==> config.mk <==
export PLATFORM = sky130hd
export DESIGN_NAME = twtu_top
export DESIGN_NICKNAME = d
export VERILOG_FILES = /design/src/rtl/twtu_pkg.sv /design/src/rtl/twtu_top.sv
export SDC_FILE = /design/constraint.sdc
export NUM_CORES = 1
export LEC_CHECK = 0
export BUFFER_PORTS_ARGS = -buffer_cell sky130_fd_sc_hd__buf_2
export CORE_MARGIN = 2
export CORE_UTILIZATION = 59
export CTS_CLUSTER_DIAMETER = 40
export DETAILED_ROUTE_END_ITERATION = 10
export GPL_TIMING_DRIVEN = 0
export PLACE_DENSITY = 0.81
export SLEW_MARGIN = 40
export SYNTH_ARGS = -nofsm -noshare
export SYNTH_HDL_FRONTEND = slang
export SYNTH_SLANG_ARGS = --single-unit
==> constraint.sdc <==
create_clock -name sys_clk -period 9 [get_ports sys_clk]
set_clock_uncertainty 0.1 [all_clocks]
set_input_delay 0.45 -clock sys_clk [delete_from_list [all_inputs] [get_ports sys_clk]]
set_output_delay 0.45 -clock sys_clk [all_outputs]
set_load 0.01 [all_outputs]
==> src/rtl/twtu_pkg.sv <==
// twtu_pkg: constants for the two-wire target unit (read-command responder)
// assumes a 200 MHz system clock and an AHB-Lite register bus
`default_nettype none

package twtu_pkg;

  // ---------------------------------------------------------------
  // bus rates and clock
  // ---------------------------------------------------------------
  localparam int unsigned SYS_CLK_HZ = 200_000_000;
  localparam int unsigned STD_RATE_HZ = 100_000;
  localparam int unsigned FAST_RATE_HZ = 400_000;
  // system clocks per half bus period at the fast rate (rounded down)
  localparam int unsigned FAST_HALF_CYC = SYS_CLK_HZ / (2 * FAST_RATE_HZ);

  // ---------------------------------------------------------------
  // register offsets (byte addresses)
  // ---------------------------------------------------------------
  localparam logic [11:0] OFS_TASK_STOP = 12'h014;
  localparam logic [11:0] OFS_TASK_SUSPEND = 12'h01c;
  localparam logic [11:0] OFS_TASK_RESUME = 12'h020;
  localparam logic [11:0] OFS_TASK_ARM_TX = 12'h034;
  localparam logic [11:0] OFS_EV_HALTED = 12'h104;
  localparam logic [11:0] OFS_EV_ERROR = 12'h124;
  localparam logic [11:0] OFS_EV_TX_BEGUN = 12'h150;
  localparam logic [11:0] OFS_EV_READ_CMD = 12'h168;
  localparam logic [11:0] OFS_ENABLE = 12'h500;
  localparam logic [11:0] OFS_TX_PTR = 12'h544;
  localparam logic [11:0] OFS_TX_MAXCNT = 12'h548;
  localparam logic [11:0] OFS_TX_AMOUNT = 12'h54c;
  localparam logic [11:0] OFS_CONFIG = 12'h554;
  localparam logic [11:0] OFS_ADDR0 = 12'h588;
  localparam logic [11:0] OFS_ADDR1 = 12'h58c;
  localparam logic [11:0] OFS_FILL_BYTE = 12'h5c0;

  // ---------------------------------------------------------------
  // fields and reset values
  // ---------------------------------------------------------------
  localparam int unsigned CFG_ADDR0_BIT = 0;
  localparam int unsigned CFG_ADDR1_BIT = 1;
  localparam logic [1:0] CONFIG_RESET = 2'h1;
  localparam logic [6:0] ADDR_RESET = 7'h00;
  localparam logic [7:0] FILL_RESET = 8'h00;
  localparam logic [2:0] LAST_BIT = 3'h7;

endpackage : twtu_pkg

`default_nettype wire

==> src/rtl/twtu_top.sv <==
// twtu_top: two-wire target that answers read commands from a bus master,
// fed by a byte-wide memory reader, with registers on AHB-Lite
// assumes open-drain pads resolved outside and a memory port that answers each request with memAck
//
// Decided for this implementation: the placing of the registers and the AHB-Lite slave port.
`default_nettype none

module twtu_top
  import twtu_pkg::*;
#(
  parameter int CNT_W = 16
)
(
  input wire logic sys_clk,
  input wire logic rst,
  input wire logic clkEn,
  // ahb-lite slave
  input wire logic hsel,
  input wire logic [31:0] haddr,
  input wire logic [1:0] htrans,
  input wire logic hwrite,
  input wire logic [2:0] hsize,
  input wire logic [31:0] hwdata,
  input wire logic hready,
  output logic hreadyout,
  output logic hresp,
  output logic [31:0] hrdata,
  // two-wire pins
  input wire logic sclIn,
  output logic sclOut,
  output logic sclOe,
  input wire logic sdaIn,
  output logic sdaOut,
  output logic sdaOe,
  // memory read port
  output logic memReq,
  output logic [31:0] memAddr,
  input wire logic memAck,
  input wire logic [7:0] memRdata
);

  typedef enum logic [2:0] {
    ST_IDLE, ST_ADDR, ST_ADDR_CHK, ST_ACK, ST_LOAD, ST_TX, ST_TX_ACK, ST_RELEASE
  } twtu_state_t;

  typedef struct packed {
    logic scl1, scl2, scl3;
    logic sda1, sda2, sda3;
    twtu_state_t state;
    logic halting;
    logic [7:0] shift;
    logic [2:0] bitCnt;
    logic armed;
    logic txActive;
    logic suspended;
    logic byteReady;
    logic ackSeen;
    logic enable;
    logic [1:0] cfgBits;
    logic [6:0] addr0;
    logic [6:0] addr1;
    logic [7:0] fill;
    logic [31:0] ptr;
    logic [CNT_W-1:0] maxCnt;
    logic [31:0] ptrLat;
    logic [CNT_W-1:0] maxLat;
    logic [CNT_W-1:0] amount;
    logic evHalted, evError, evTxBegun, evReadCmd;
    logic memReq;
    logic [31:0] memAddr;
    logic wrPend;
    logic [11:0] wrAddr;
    logic [31:0] rdata;
    logic sdaOe;
    logic sclOe;
  } twtu_regs_t;

  twtu_regs_t r_reg;
  twtu_regs_t r_next;

  logic sclRise, sclFall, startCond, stopCond;
  logic addrPhase, stopTask, addrMatch;
  logic [31:0] rdMux;

  // ---------------------------------------------------------------
  // outputs
  // ---------------------------------------------------------------
  // zero wait states: every register answers in its data phase
  assign hreadyout = 1'b1;
  assign hresp = 1'b0;
  assign hrdata = r_reg.rdata;
  // open drain: both pins only ever pull low
  assign sclOut = 1'b0;
  assign sdaOut = 1'b0;
  assign sclOe = r_reg.sclOe;
  assign sdaOe = r_reg.sdaOe;
  assign memReq = r_reg.memReq;
  assign memAddr = r_reg.memAddr;

  // ---------------------------------------------------------------
  // bus condition detection
  // ---------------------------------------------------------------
  // edge finding on synced pins
  assign sclRise = r_reg.scl2 & ~r_reg.scl3;
  assign sclFall = ~r_reg.scl2 & r_reg.scl3;
  assign startCond = r_reg.scl2 & r_reg.scl3 & ~r_reg.sda2 & r_reg.sda3;
  assign stopCond = r_reg.scl2 & r_reg.scl3 & r_reg.sda2 & ~r_reg.sda3;

  assign addrMatch =
    (r_reg.cfgBits[CFG_ADDR0_BIT] && r_reg.shift[7:1] == r_reg.addr0) ||
    (r_reg.cfgBits[CFG_ADDR1_BIT] && r_reg.shift[7:1] == r_reg.addr1);

  assign addrPhase = hsel & htrans[1] & hready;
  assign stopTask = r_reg.wrPend && r_reg.wrAddr == OFS_TASK_STOP && hwdata[0];

  // ---------------------------------------------------------------
  // register read mux
  // ---------------------------------------------------------------
  always_comb
  begin
    rdMux = 32'h0000_0000;
    unique case (haddr[11:0])
      OFS_EV_HALTED: rdMux[0] = r_reg.evHalted;
      OFS_EV_ERROR: rdMux[0] = r_reg.evError;
      OFS_EV_TX_BEGUN: rdMux[0] = r_reg.evTxBegun;
      OFS_EV_READ_CMD: rdMux[0] = r_reg.evReadCmd;
      OFS_ENABLE: rdMux[0] = r_reg.enable;
      OFS_TX_PTR: rdMux = r_reg.ptr;
      OFS_TX_MAXCNT: rdMux[CNT_W-1:0] = r_reg.maxCnt;
      OFS_TX_AMOUNT: rdMux[CNT_W-1:0] = r_reg.amount;
      OFS_CONFIG: rdMux[1:0] = r_reg.cfgBits;
      OFS_ADDR0: rdMux[6:0] = r_reg.addr0;
      OFS_ADDR1: rdMux[6:0] = r_reg.addr1;
      OFS_FILL_BYTE: rdMux[7:0] = r_reg.fill;
      default: rdMux = 32'h0000_0000;
    endcase
  end

  // ---------------------------------------------------------------
  // next state
  // ---------------------------------------------------------------
  always_comb
  begin
    r_next = r_reg;
    r_next.scl1 = sclIn;
    r_next.scl2 = r_reg.scl1;
    r_next.scl3 = r_reg.scl2;
    r_next.sda1 = sdaIn;
    r_next.sda2 = r_reg.sda1;
    r_next.sda3 = r_reg.sda2;

    // bus slave: address phase captured, write done in data phase
    r_next.wrPend = addrPhase & hwrite;
    r_next.wrAddr = haddr[11:0];
    if (addrPhase && !hwrite)
      r_next.rdata = rdMux;

    if (r_reg.wrPend)
    begin
      unique case (r_reg.wrAddr)
        OFS_TASK_SUSPEND: if (hwdata[0]) r_next.suspended = 1'b1;
        OFS_TASK_RESUME: if (hwdata[0]) r_next.suspended = 1'b0;
        OFS_TASK_ARM_TX: if (hwdata[0]) r_next.armed = 1'b1;
        OFS_EV_HALTED: if (!hwdata[0]) r_next.evHalted = 1'b0;
        OFS_EV_ERROR: if (!hwdata[0]) r_next.evError = 1'b0;
        OFS_EV_TX_BEGUN: if (!hwdata[0]) r_next.evTxBegun = 1'b0;
        OFS_EV_READ_CMD: if (!hwdata[0]) r_next.evReadCmd = 1'b0;
        OFS_ENABLE: r_next.enable = hwdata[0];
        OFS_TX_PTR: r_next.ptr = hwdata;
        OFS_TX_MAXCNT: r_next.maxCnt = hwdata[CNT_W-1:0];
        OFS_CONFIG: r_next.cfgBits = hwdata[1:0];
        OFS_ADDR0: r_next.addr0 = hwdata[6:0];
        OFS_ADDR1: r_next.addr1 = hwdata[6:0];
        OFS_FILL_BYTE: r_next.fill = hwdata[7:0];
        default: r_next.enable = r_reg.enable;
      endcase
    end

    // memory reader; a late answer after a restart is simply dropped
    if (r_reg.memReq && memAck)
    begin
      r_next.memReq = 1'b0;
      if (r_reg.state == ST_LOAD)
      begin
        r_next.shift = memRdata;
        r_next.sdaOe = ~memRdata[7];
        r_next.byteReady = 1'b1;
      end
    end

    if (!r_reg.enable)
    begin
      r_next.state = ST_IDLE;
      r_next.sdaOe = 1'b0;
      r_next.sclOe = 1'b0;
      r_next.txActive = 1'b0;
    end
    else if (r_reg.halting)
    begin
      r_next.sdaOe = 1'b0;
      r_next.sclOe = 1'b0;
      if (!r_reg.memReq)
      begin
        r_next.halting = 1'b0;
        r_next.evHalted = 1'b1;
        r_next.armed = 1'b0;
        r_next.txActive = 1'b0;
        // a fetch answered during the halt must not leak into the next read
        r_next.byteReady = 1'b0;
        r_next.state = ST_IDLE;
      end
    end
    // stop task forces the same halt
    else if ((stopCond && r_reg.state != ST_IDLE) || stopTask)
    begin
      r_next.halting = 1'b1;
      r_next.armed = 1'b0;
      r_next.sdaOe = 1'b0;
      r_next.sclOe = 1'b0;
      r_next.byteReady = 1'b0;
    end
    // a start or restart goes straight to address
    // address phase begins from any state on a start
    else if (startCond)
    begin
      r_next.state = ST_ADDR;
      r_next.bitCnt = 3'h0;
      r_next.txActive = 1'b0;
      r_next.byteReady = 1'b0;
      r_next.sdaOe = 1'b0;
      r_next.sclOe = 1'b0;
    end
    else
    begin
      unique case (r_reg.state)
        // idle waits for a start
        // not addressed or done: wait for stop or restart
        ST_IDLE, ST_RELEASE:
        begin
          r_next.sdaOe = 1'b0;
          r_next.sclOe = 1'b0;
        end
        ST_ADDR:
        begin
          if (sclRise)
          begin
            r_next.shift = {r_reg.shift[6:0], r_reg.sda2};
            r_next.bitCnt = r_reg.bitCnt + 3'h1;
            if (r_reg.bitCnt == LAST_BIT)
              r_next.state = ST_ADDR_CHK;
          end
        end
        ST_ADDR_CHK:
        begin
          if (sclFall)
          begin
            if (addrMatch && r_reg.shift[0])
            begin
              r_next.sdaOe = 1'b1;
              r_next.evReadCmd = 1'b1;
              r_next.state = ST_ACK;
            end
            else
              r_next.state = ST_RELEASE;
          end
        end
        ST_ACK:
        begin
          if (sclFall)
          begin
            r_next.sdaOe = 1'b0;
            r_next.sclOe = 1'b1;
            r_next.state = ST_LOAD;
          end
        end
        // clock held low while loading a byte
        ST_LOAD:
        begin
          r_next.sclOe = 1'b1;
          if (!r_reg.txActive)
          begin
            if (r_reg.armed)
            begin
              r_next.armed = 1'b0;
              r_next.txActive = 1'b1;
              r_next.evTxBegun = 1'b1;
              r_next.ptrLat = r_reg.ptr;
              r_next.maxLat = r_reg.maxCnt;
              r_next.amount = '0;
            end
          end
          else if (r_reg.byteReady)
          begin
            // data has settled one cycle before the clock is let go
            r_next.byteReady = 1'b0;
            r_next.sclOe = 1'b0;
            r_next.bitCnt = 3'h0;
            r_next.state = ST_TX;
          end
          else if (!r_reg.suspended && !r_reg.memReq)
          begin
            if (r_reg.amount < r_reg.maxLat)
            begin
              r_next.memReq = 1'b1;
              r_next.memAddr = r_reg.ptrLat + 32'(r_reg.amount);
            end
            else
            begin
              r_next.shift = r_reg.fill;
              r_next.sdaOe = ~r_reg.fill[7];
              r_next.byteReady = 1'b1;
              r_next.evError = 1'b1;
            end
          end
        end
        // shift msb first on falling edge
        ST_TX:
        begin
          if (sclFall)
          begin
            if (r_reg.bitCnt == LAST_BIT)
            begin
              r_next.sdaOe = 1'b0;
              r_next.amount = r_reg.amount + 1'b1;
              r_next.state = ST_TX_ACK;
            end
            else
            begin
              r_next.shift = {r_reg.shift[6:0], 1'b0};
              r_next.sdaOe = ~r_reg.shift[6];
              r_next.bitCnt = r_reg.bitCnt + 3'h1;
            end
          end
        end
        ST_TX_ACK:
        begin
          if (sclRise)
            r_next.ackSeen = ~r_reg.sda2;
          if (sclFall)
          begin
            if (r_reg.ackSeen)
            begin
              r_next.sclOe = 1'b1;
              r_next.state = ST_LOAD;
            end
            else
              r_next.state = ST_RELEASE;
          end
        end
      endcase
    end
  end

  // ---------------------------------------------------------------
  // state register
  // ---------------------------------------------------------------
  always_ff @(posedge sys_clk or posedge rst)
  begin
    if (rst)
    begin
      r_reg <= '0;
      r_reg.scl1 <= 1'b1;
      r_reg.scl2 <= 1'b1;
      r_reg.scl3 <= 1'b1;
      r_reg.sda1 <= 1'b1;
      r_reg.sda2 <= 1'b1;
      r_reg.sda3 <= 1'b1;
      r_reg.state <= ST_IDLE;
      r_reg.cfgBits <= CONFIG_RESET;
      r_reg.addr0 <= ADDR_RESET;
      r_reg.addr1 <= ADDR_RESET;
      r_reg.fill <= FILL_RESET;
    end
    else if (clkEn)
    begin
      r_reg <= r_next;
    end
  end

endmodule : twtu_top

`default_nettype wire

---- After elaboration in Yosys (flattened, before gate mapping) ----
Index checks and enable logic that the tools add are counted.
storage, ports and cells
  flip-flop bits (word level) ............. 247
  latch bits .............................. 0
  bits in writable memories ............... 0
  bits in read-only memories .............. 0
  bits of input ports ..................... 86
  output and inout port bits .............. 71
  word-level logic and storage cells ...... 294
  memories ................................ 0
operators by class
  add/subtract/negate cells ............... 3
  $mul .................................... 0
  divide/modulo/power cells ............... 0
  magnitude comparators ................... 1
  eq/ne operators ......................... 65
  shift operators ......................... 0
  multiplexer cells ....................... 129
  bitwise operators ....................... 22
  reductions and logical operators ........ 38
operators by type and width
  operator                                                count
  equality test 12 x 11 -> 1 bit (second input constant)  15
  two-way mux 33 bit                                      5
  two-way mux 64 bit                                      2
  two-way mux 36 bit                                      3
  equality test 12 x 9 -> 1 bit (second input constant)   8
  two-way mux 11 bit                                      6
  two-way mux 1 bit                                       59
  two-way mux 16 bit                                      3
  two-way mux 8 bit                                       6
  two-way mux 3 bit                                       15
  != test 5 bit (second input constant)                   9
  two-way mux 37 bit                                      1
  case mux 11 bit (3 select lines)                        1
  adder 32 x 16 -> 32 bit                                 1
  case mux 16 bit (2 select lines)                        1
  case mux 5 bit (6 select lines)                         1
  AND reduction 10 bit                                    3
  two-way mux 2 bit                                       14
  equality test 12 x 5 -> 1 bit (second input constant)   2
  equality test 12 x 6 -> 1 bit (second input constant)   2
  case mux 8 bit (3 select lines)                         1
  != test 3 bit (second input constant)                   7
  AND reduction 3 bit                                     7
  != test 6 bit (second input constant)                   3
  35 further kinds                                        83

---- Logic depth before layout (Yosys ltp) ----
Gate-level depths: netlist of the first run.
  depth after elaboration ................. 12
  depth in mapped cells ................... 12
  gate-level depth less buffers ........... 11

---- Worst setup path before layout of the first run ----
No wires, ideal clock.
  path type ............................... register to register
  start ................................... register r_reg[84] in the netlist's numbering
  end ..................................... register r_reg (netlist bit memAddr[28])
  library setup time ...................... 0.126 ns
  data arrival time ....................... 2.401 ns
  required time ........................... 8.774 ns
  slack ................................... 6.373 ns
  stages on the path, launching flop included .. 12
  buffers on the path ..................... 0
  period minus slack after synthesis ...... 2.627 ns
  cells stage by stage .................... dfrtp_1 -> ha_1 -> inv_1 -> fa_1 -> nor2b_1 -> o2111a_1 -> nor2_1 -> a21oi_1 -> o211ai_2 -> a311oi_1 -> xnor2_1 -> a21oi_1
on the way
  longest elaborated chain between the ends .. 2
  elaborated cells between the ends (all ways) .. 3
  classes of those cells .................. add/sub: 1; order compare: 1; reduce/logical: 1
ends and longest elaborated chain
  what                            line             RTL
  start, declared                 twtu_top.sv:78   twtu_regs_t r_reg;
  start signal, assigned          twtu_top.sv:376  r_reg <= r_next;
  less-than comparator 16 bit     twtu_top.sv:302  if (r_reg.amount < r_reg.maxLat)
  AND reduction 10 bit (no line)  --
Parallel ways exist; a longest one is shown, timed or not.
A chain may end at the register's enable or synchronous reset.

---- Worst setup path in the final report of the first run ----
Same ends and word-level chain as after synthesis.

==> metrics.cfg, run 1 <==
[run_status]
status=complete, no violations

[placed_design]
port-buffer-count=125
place.gp.congestion=0.9723
dp_hpwl_mm=24.54

[sta]
slew_violations=0
setup_viol=0
worst_pin_slew_ns=0.7716
period_share=0.3628
period_minus_slack_ns=3.266
whs_ns=0.06183
slew_headroom=0.4856
rsz0062_at_grt=false
hold_viol_final=0
fmax_ghz=0.3062
setup-tns-final_ns=0

[logic_synthesis]
yosysWarnings=0
synth-seq-cells=247
avgSynthCellArea_um2=10.49
synthCells=1259
ys_types=78
async_flop_share=1.000
synth_area_leaders=dfrtp_1, mux2_2, buf_4
synth_edf_count=0
synth-seq-area-share=0.4686
yosysTopAreaCell=dfrtp_1
synth_area_mm2=0.01321
synth_ff_type=dfrtp_1
synth.top_cell.area_share=0.4546

[grt]
grt_pass1_vias=10540
antenna_found_initial=5
grt_pass1_wl_mm=54.88
grt_max_degree=80
grt_use_total=0.2897
overflow=0

[clocking]
cts-root-buf=clkbuf_16
numCtsBuffers=37
cts_resized=0
cts_tree=done
clkSinkCount=247
clock_latency_ns=0.53
cts.path.max_buffers=3
clkTransAtPathRegs_ns=0.06
htreeDepth=2

[floorplanning]
boundaryPins=157
row_count=54
start_util=0.6035
fp.dieH_um=153.6
die_w_um=153.6
dieArea_mm2=0.02360
design.core.area_mm2=0.02189

[setup_path]
critPathCapture=memAddr[28]
cp_max_fo=8
timing.rr.end=memAddr[28]
worstPathArrival_ns=3.57
reg2regPathDepth=11
endpoint_kind=flop
path_class=reg -> reg
cp-startpoint=r_reg[84]
cp.required_ns=9.30
reg2reg_slack_ns=5.73
cp-start-kind=flop
r2r_start=r_reg[84]

[power_and_ir_drop]
pwr-share-clk=0.536
p_int_uw=2074
p_sw_frac=0.2429
irDropWorstVdd_mv=0.1522
powerDensity_mw_per_mm2=175.8
leakage_uw=0.007714
comb_power_share=0.045
p_seq_frac=0.420
power_uw=2740
switching_power_uw=665.4

[detailed_routing]
drc=0
dr.first_iter.drc_count=845
ant_nets=0
vias=10450
drtPass1Iterations=7
viasPerCell=5.994
wl_per_cell_um=19.50
wirelength_mm=33.99

[finish]
fin_nets=1550
drive_gt1_frac=0.3217
largest_register_ffs=176
areaGrowthSynthToFinish_pct=18.00

[worst_hold_path]
hold_class=in -> reg

[flow_run]
maxCapViolCount=0

metrics by stage:
stage               setup WS [ns]    util  cell area (µm²)  instances
floorplan                   1.675       -            13220       1261
global placement          -0.8874  0.6484            14190       1666
detailed placement          5.822  0.6527            14290       1669
CTS                         5.735  0.7112            15570       1738
global route                5.561  0.7118            15580       1741
finish                      5.734  0.7120            15590       1743
synthesized netlist by cell type, drive strengths merged, types with 6 or more instances:
cell type	number
and3	15
xnor2	37
mux2	149
a22oi	16
a21oi	54
ha	34
o22ai	11
nor2	83
nor2b	13
dfstp	7
mux2i	22
nor3	19
o211ai	9
a222oi	9
nor3b	8
nand4	9
nand2	132
clkbuf	20
buf	99
a221oi	6
nand3	40
o21ai	76
inv	32
o21a	6
dfrtp	240
a31oi	15
a211oi	10
nand2b	12
o31ai	8
worst max-delay path: stages, from the launching register on:
cell and delay (ns):
dfrtp_1 0.52, ha_1 0.25, inv_1 0.06, fa_1 0.40, nor2b_1 0.17, o2111a_1 0.23
nor2_1 0.07, a21oi_1 0.39, o211ai_2 0.28, a311oi_1 0.40, xnor2_1 0.18, a21oi_1 0.09
metal layers:
metal | wire length, µm | vias to the layer above | part of all wire | GRT usage
met1 | 13930 | 5099 | 0.41 | 0.3761
met5 | 0 | - | 0 | 0
li1 | - | 4796 | - | -
met3 | 2219 | 116 | 0.065 | 0.05552
met4 | 1584 | 0 | 0.047 | 0.1346
met2 | 16260 | 437 | 0.48 | 0.4734
cells in the final DEF, fill, tap and decap left out, types with 14 or more instances in the layout:
cell type  Yosys  routed
a21oi_1       54      54
a22oi_1       16      16
a31oi_1       15      15
and3_1        14      14
buf_2         20     145
buf_4         71      71
clkbuf_1      19      21
clkbuf_16      0      37
dfrtp_1      240     240
ha_1          34      34
inv_1         32      31
mux2_2       140     140
mux2i_1       22      22
nand2_1      132     132
nand3_1       40      40
nor2_1        83      83
o21ai_0       76      76
xnor2_1       37      37
power groups by stage:
stage / logic (µW) / registers (µW) / clock network (µW)
after CTS: 122 / 1150 / 1480
final: 122 / 1150 / 1470
after detailed placement: 122 / 1170 / 0
after floorplan: 75.0 / 1160 / 0
after global placement: 113 / 1170 / 0
after global routing: 136 / 1150 / 1530
worst min path at each step:
stage,start,endpoint,slack (ns),cells past startpoint
final,hwdata[30],r_reg[194],0.06,2
after global routing,hwdata[30],r_reg[194],0.05,2
after CTS,hwdata[30],r_reg[194],0.05,2
after detailed placement,hrdata[17],hrdata[17],0.36,2
after global placement,hrdata[17],hrdata[17],0.35,2
after floorplan,hrdata[16],hrdata[16],0.34,2
what timing repair did:
item / 4_1_cts / 5_1_grt
hold buffers: 1 / 0
hold endpoints to repair: 61 / 0
setup buffers: 0 / 0
final cells by class:
| cell class | count | area (µm²) |
|---|---|---|
| inverter | 33 | 131.4 |
| fill | 1564 | 6304 |
| tap | 280 | 350.3 |
| timing repair buffer | 129 | 718.2 |
| buffer | 119 | 762.0 |
| sequential | 247 | 6190 |
| clock buffer | 43 | 988.4 |
| antenna | 5 | 12.51 |
| multi-input combinational | 862 | 6152 |
| clock inverter | 25 | 282.8 |
cell families after synthesis:
logic type      synth area share
mux                       0.1462
fa+ha+maj                0.03372
flops                     0.4686
xor+xnor                 0.02785
other cells            0.0005685
buf+inv                  0.06706
simple gates              0.1347
compound gates            0.1213
Power figures use the tool's default switching activity.
==> inputs of run 2 (changes only) <==
==> constraint.sdc (replaced) <==
create_clock -name sys_clk -period 3.1 [get_ports sys_clk]
set_clock_uncertainty 0.1 [all_clocks]
set_input_delay 0.155 -clock sys_clk [delete_from_list [all_inputs] [get_ports sys_clk]]
set_output_delay 0.155 -clock sys_clk [all_outputs]
set_load 0.01 [all_outputs]
==> run 2 against run 1 <==
Combinational power grew to 3.6 times the previous value. Clock power grew to 3.1 times the previous value. Non-clock buffer count is 63 higher. Power grew to 3.0 times the previous value. Global-route usage is 2.8 points higher. Critical path depth is 2 lower. Worst hold slack worse by 0.023 ns. Worst setup slack worse by 5.7 ns. Die area stayed put. Via count is 6.2% higher. Sequential share of layout area is 2.0 points lower. Sequential cell count stayed put. Critical endpoint is now memAddr[3]. Largest power group unchanged.
==> metrics.cfg, run 2 (synthesis results as in run 1) <==
[placed_design]
dp.cells=1677
dp_hpwl_mm=25.16
port-buffer-count=125
pre_cts_slack_ns=-0.1483
place.gp.congestion=0.9882

[power_and_ir_drop]
irDropWorstVdd_mv=0.5367
powerDensity_mw_per_mm2=505.1
leakage_uw=0.008042
power_uw=8291

[setup_path]
path_class=reg -> reg
cp-start-kind=flop
endpoint_kind=flop
cp.required_ns=3.40
r2r_start=r_reg[87]
cp-startpoint=r_reg[87]
worstPathArrival_ns=3.36
cp_max_fo=10

[finish]
final_common_cell=dfrtp_1
layout.cells.non_filler=1802
fin_nets=1613
seq_area_mm2=0.006192
fin_util=0.7499
areaGrowthSynthToFinish_pct=24.27
drive_gt1_frac=0.3164
multi_input_area_mm2=0.006183
fillers=1413
most-common-layout-cells=dfrtp_1, buf_2, mux2_2, nand2_1, nor2_1
largest_register_ffs=176

[floorplanning]
boundaryPins=157
design.core.area_mm2=0.02189
die_w_um=153.6
row_count=54
dieArea_mm2=0.02360
start_util=0.6035
fp.dieH_um=153.6

[sta]
setup_slack_ns=0.04104
slew_headroom=0.5263
worst_pin_slew_ns=0.7106
slew_violations=0
fmax_ghz=0.3269
hold_viol_final=0
period_minus_slack_ns=3.059
setup_viol=0
period_share=0.9868

[detailed_routing]
vias=11100
drc=0
viasPerCell=6.159
wl_per_cell_um=20.99
dr.first_iter.drc_count=1148
drtPass1Iterations=8
wirelength_mm=37.82
ant_nets=0

[clocking]
numCtsBuffers=37
htreeDepth=2
cts.path.max_buffers=3
cts-root-buf=clkbuf_16
clkSinkCount=247
clock_latency_ns=0.52
cts_tree=done
clkTransAtPathRegs_ns=0.06

[grt]
grt_pass1_vias=11200
antenna_found_initial=2
grt_use_total=0.3176
grt_pass1_wl_mm=59.92
grt_max_degree=27
overflow=0

[worst_hold_path]
hp-start=memRdata[7]
hold_class=in -> reg

[run_status]
status=complete, no violations

[flow_run]
maxCapViolCount=0

==> run 2: power breakdown <==
group / internal (µW) / leakage (µW) / switching [µW]
clock network: 2880 / 0.000649 / 1620
registers: 3280 / 0.00333 / 62.7
logic: 206 / 0.00407 / 235
total: 6370 / 0.00804 / 1920
==> run 2: layout make-up <==
type                            count  share of cell area
Multi-Input combinational cell    862              0.3767
Timing Repair Buffer              192             0.08872
Antenna cell                        2           0.0003049
Sequential cell                   247              0.3772
Tap cell                          280             0.02134
Clock buffer                       44             0.06181
Clock inverter                     23             0.01959
Buffer                            119             0.04657
Inverter                           33            0.007774
==> run 2: what timing repair did <==
item	CTS	global route
gates cloned	0	0
setup endpoints to repair	28	30
resized for setup	3	5
buffers inserted	0	1
pin swaps	0	1
hold buffers	55	0
endpoints found under the hold margin	153	0
==> run 2: per-layer routing <==
metal	track usage	part of all wire	up-vias
met1	0.3945	0.39	5387
met5	0	0	-
met4	0.1612	0.050	0
met3	0.05834	0.072	160
met2	0.5342	0.49	616
li1	-	-	4936
==> run 2: worst paths after layout <==
path / endpoint / slack, ns / depth (start not counted)
setup / recovery: memAddr[3] / 0.04 / 9
hold / removal: sdaOe / 0.04 / 4
setup reg to reg: memAddr[3] / 0.04 / 9
hold reg to reg: hrdata[19] / 0.37 / 2
max in group asynchronous: memAddr[23] / 1.35 / 9
min in group asynchronous: r_reg[235] / 0.10 / 3
==> run 2: worst max-delay path: stages, from the launching register on <==
cell,delay [ns]
dfrtp_1,0.49
ha_1,0.29
or4_1,0.53
a21oi_1,0.15
a211o_1,0.13
a31oi_1,0.23
nor3_4,0.30
buf_12,0.15
buf_4,0.21
mux2_2,0.35
==> run 2: per-stage QoR <==
| step | hold WS, ns | TNS, ns | area [µm²] |
|---|---|---|---|
| after floorplan | 0.1718 | -94.81 | 13220 |
| after detailed placement | 0.09436 | -0.2927 | 14460 |
| after global routing | 0.02011 | -0.03024 | 16410 |
| after global placement | 0.2886 | -422.01 | 14200 |
| after CTS | 0.01044 | 0 | 16360 |
| final | 0.03912 | 0 | 16420 |
==> inputs of run 3 (changes only) <==
--- a/config.mk
+++ b/config.mk
@@ -10,7 +10,6 @@
 export CORE_UTILIZATION = 59
 export CTS_CLUSTER_DIAMETER = 40
 export DETAILED_ROUTE_END_ITERATION = 10
-export GPL_TIMING_DRIVEN = 0
 export PLACE_DENSITY = 0.81
 export SLEW_MARGIN = 40
 export SYNTH_ARGS = -nofsm -noshare
==> run 3 against run 2 <==
Final cell count down 4.9%. Wire length down 8.0%. Via count down 4.9%. First-iteration DRC count down 6.8%. Largest cell class unchanged.
==> metrics.cfg, run 3 (synthesis results as in run 1) <==
[run_status]
status=complete, no violations

[floorplanning]
die_w_um=153.6
start_util=0.6035
design.core.area_mm2=0.02189
row_count=54
fp.dieH_um=153.6
boundaryPins=157
dieArea_mm2=0.02360

[sta]
fmax_ghz=0.3398
rsz0062_at_grt=false
period_minus_slack_ns=2.943
period_share=0.9493
hold_viol_final=0
setup_viol=0
worst_pin_slew_ns=0.7505
slew_headroom=0.4951
setup_slack_ns=0.1571
slew_violations=0

[grt]
grt_max_degree=90
grt_pass1_wl_mm=56.15
antenna_found_initial=1
grt_use_total=0.2955
grt_pass1_vias=10680
overflow=0

[power_and_ir_drop]
irDropWorstVdd_mv=0.4505
powerDensity_mw_per_mm2=508.4
leakage_uw=0.007616

[placed_design]
place.gp.congestion=0.9207
dp_hpwl_mm=22.73
dp.cells=1588
pre_cts_slack_ns=0.2422
port-buffer-count=128

[finish]
multi_input_area_mm2=0.006153
fin_nets=1527
areaGrowthSynthToFinish_pct=18.55
fillers=1457
final_common_cell=dfrtp_1
drive_gt1_frac=0.2854
largest_register_ffs=176
seq_area_mm2=0.006190
layout.cells.non_filler=1714
most-common-layout-cells=dfrtp_1, mux2_2, nand2_1, buf_2, nor2_1

[worst_hold_path]
hold_class=in -> reg

[detailed_routing]
drtPass1Iterations=6
dr.first_iter.drc_count=1070
wl_per_cell_um=20.30
vias=10550
viasPerCell=6.156
wirelength_mm=34.79
drc=0
ant_nets=0

[setup_path]
cp_max_fo=13
max_stage_delay_ns=0.52
crit_chain=ha_1, nand4_1, o211ai_1, o221ai_1, a31oi_1, nand2b_1, buf_4, mux2i_1, a21oi_1, o22ai_1
endpoint_kind=flop
path_class=reg -> reg
cp_top_family=compound AO/OA/AOI/OAI gates
cp.required_ns=3.36
cp-start-kind=flop
worstPathArrival_ns=3.21
slowest_stage=a31oi_1
path_buf_inv=1

[clocking]
htreeDepth=2
clock_latency_ns=0.52
cts_tree=done
clkTransAtPathRegs_ns=0.06
cts_setup_buffers=0
cts-root-buf=clkbuf_16
numCtsBuffers=38
clkSinkCount=247
cts.path.max_buffers=3

[flow_run]
maxCapViolCount=0

[run 3: cell types whose count changed in the layout (fill, tap and decap cells not counted), sizes merged]
cell | before | now
buf | 235 | 166
clkbuf | 65 | 46
bufinv | 6 | 2
dlygate4sd3 | 55 | 58
clkinv | 7 | 9
diode | 2 | 1
[run 3: per-layer routing]
metal,routed length [µm],GRT usage,up-vias
li1,-,-,4749
met1,13910,0.3808,5179
met2,17230,0.5065,517
met3,2408,0.04312,106
met4,1245,0.1153,0
met5,0,0,-
[run 3: per-stage QoR]
stage	total power (µW)	instance area [µm²]	hold WS, ns	util	setup TNS, ns
2_1_floorplan	3593	13220	0.1718	-	-94.81
3_3_place_gp	3711	13810	0.1295	0.6307	0
3_5_place_dp	3723	13810	0.1343	0.6308	0
4_1_cts	7991	15660	0.01696	0.7152	0
5_1_grt	8198	15660	0.05062	0.7154	0
6_report	7963	15660	0.02608	0.7154	0
[run 3: path summary, 6_finish.rpt]
path	to	slack (ns)	cells after the start	start
max in group asynchronous	r_reg[44]	1.90	4	rst
min in group asynchronous	r_reg[234]	0.14	3	rst
worst min register to register	hrdata[21]	0.36	2	hrdata[21]
worst min-delay path	sdaOe	0.03	4	memRdata[7]
worst max register to register	r_reg[230]	0.16	10	r_reg[93]
worst max-delay path	r_reg[230]	0.16	10	r_reg[93]
[run 3: layout make-up]
cell class | count | share of cell area
inverter | 33 | 0.008149
timing repair buffer | 224 | 0.1002
antenna | 1 | 0.0001598
sequential | 247 | 0.3952
clock buffer | 46 | 0.06591
multi-input combinational | 862 | 0.3929
tap | 280 | 0.02237
clock inverter | 21 | 0.01510
[run 3: report_power, final]
group,internal (µW),total [µW],leakage (µW),switching (µW)
Clock,2590,4230,0.000616,1630
Sequential,3280,3340,0.00333,61.7
Combinational,172,389,0.00367,217
[run 3: worst min-delay path: stages]
cell and delay (ns):
buf_2 0.10, a21oi_1 0.09, a21oi_1 0.14, o221ai_1 0.10
[run 3: what timing repair did]
action	in CTS	in global routing
endpoints found under the hold margin	113	0
hold buffers	58	0
gates resized for setup	0	1
endpoints found under the setup margin	0	15
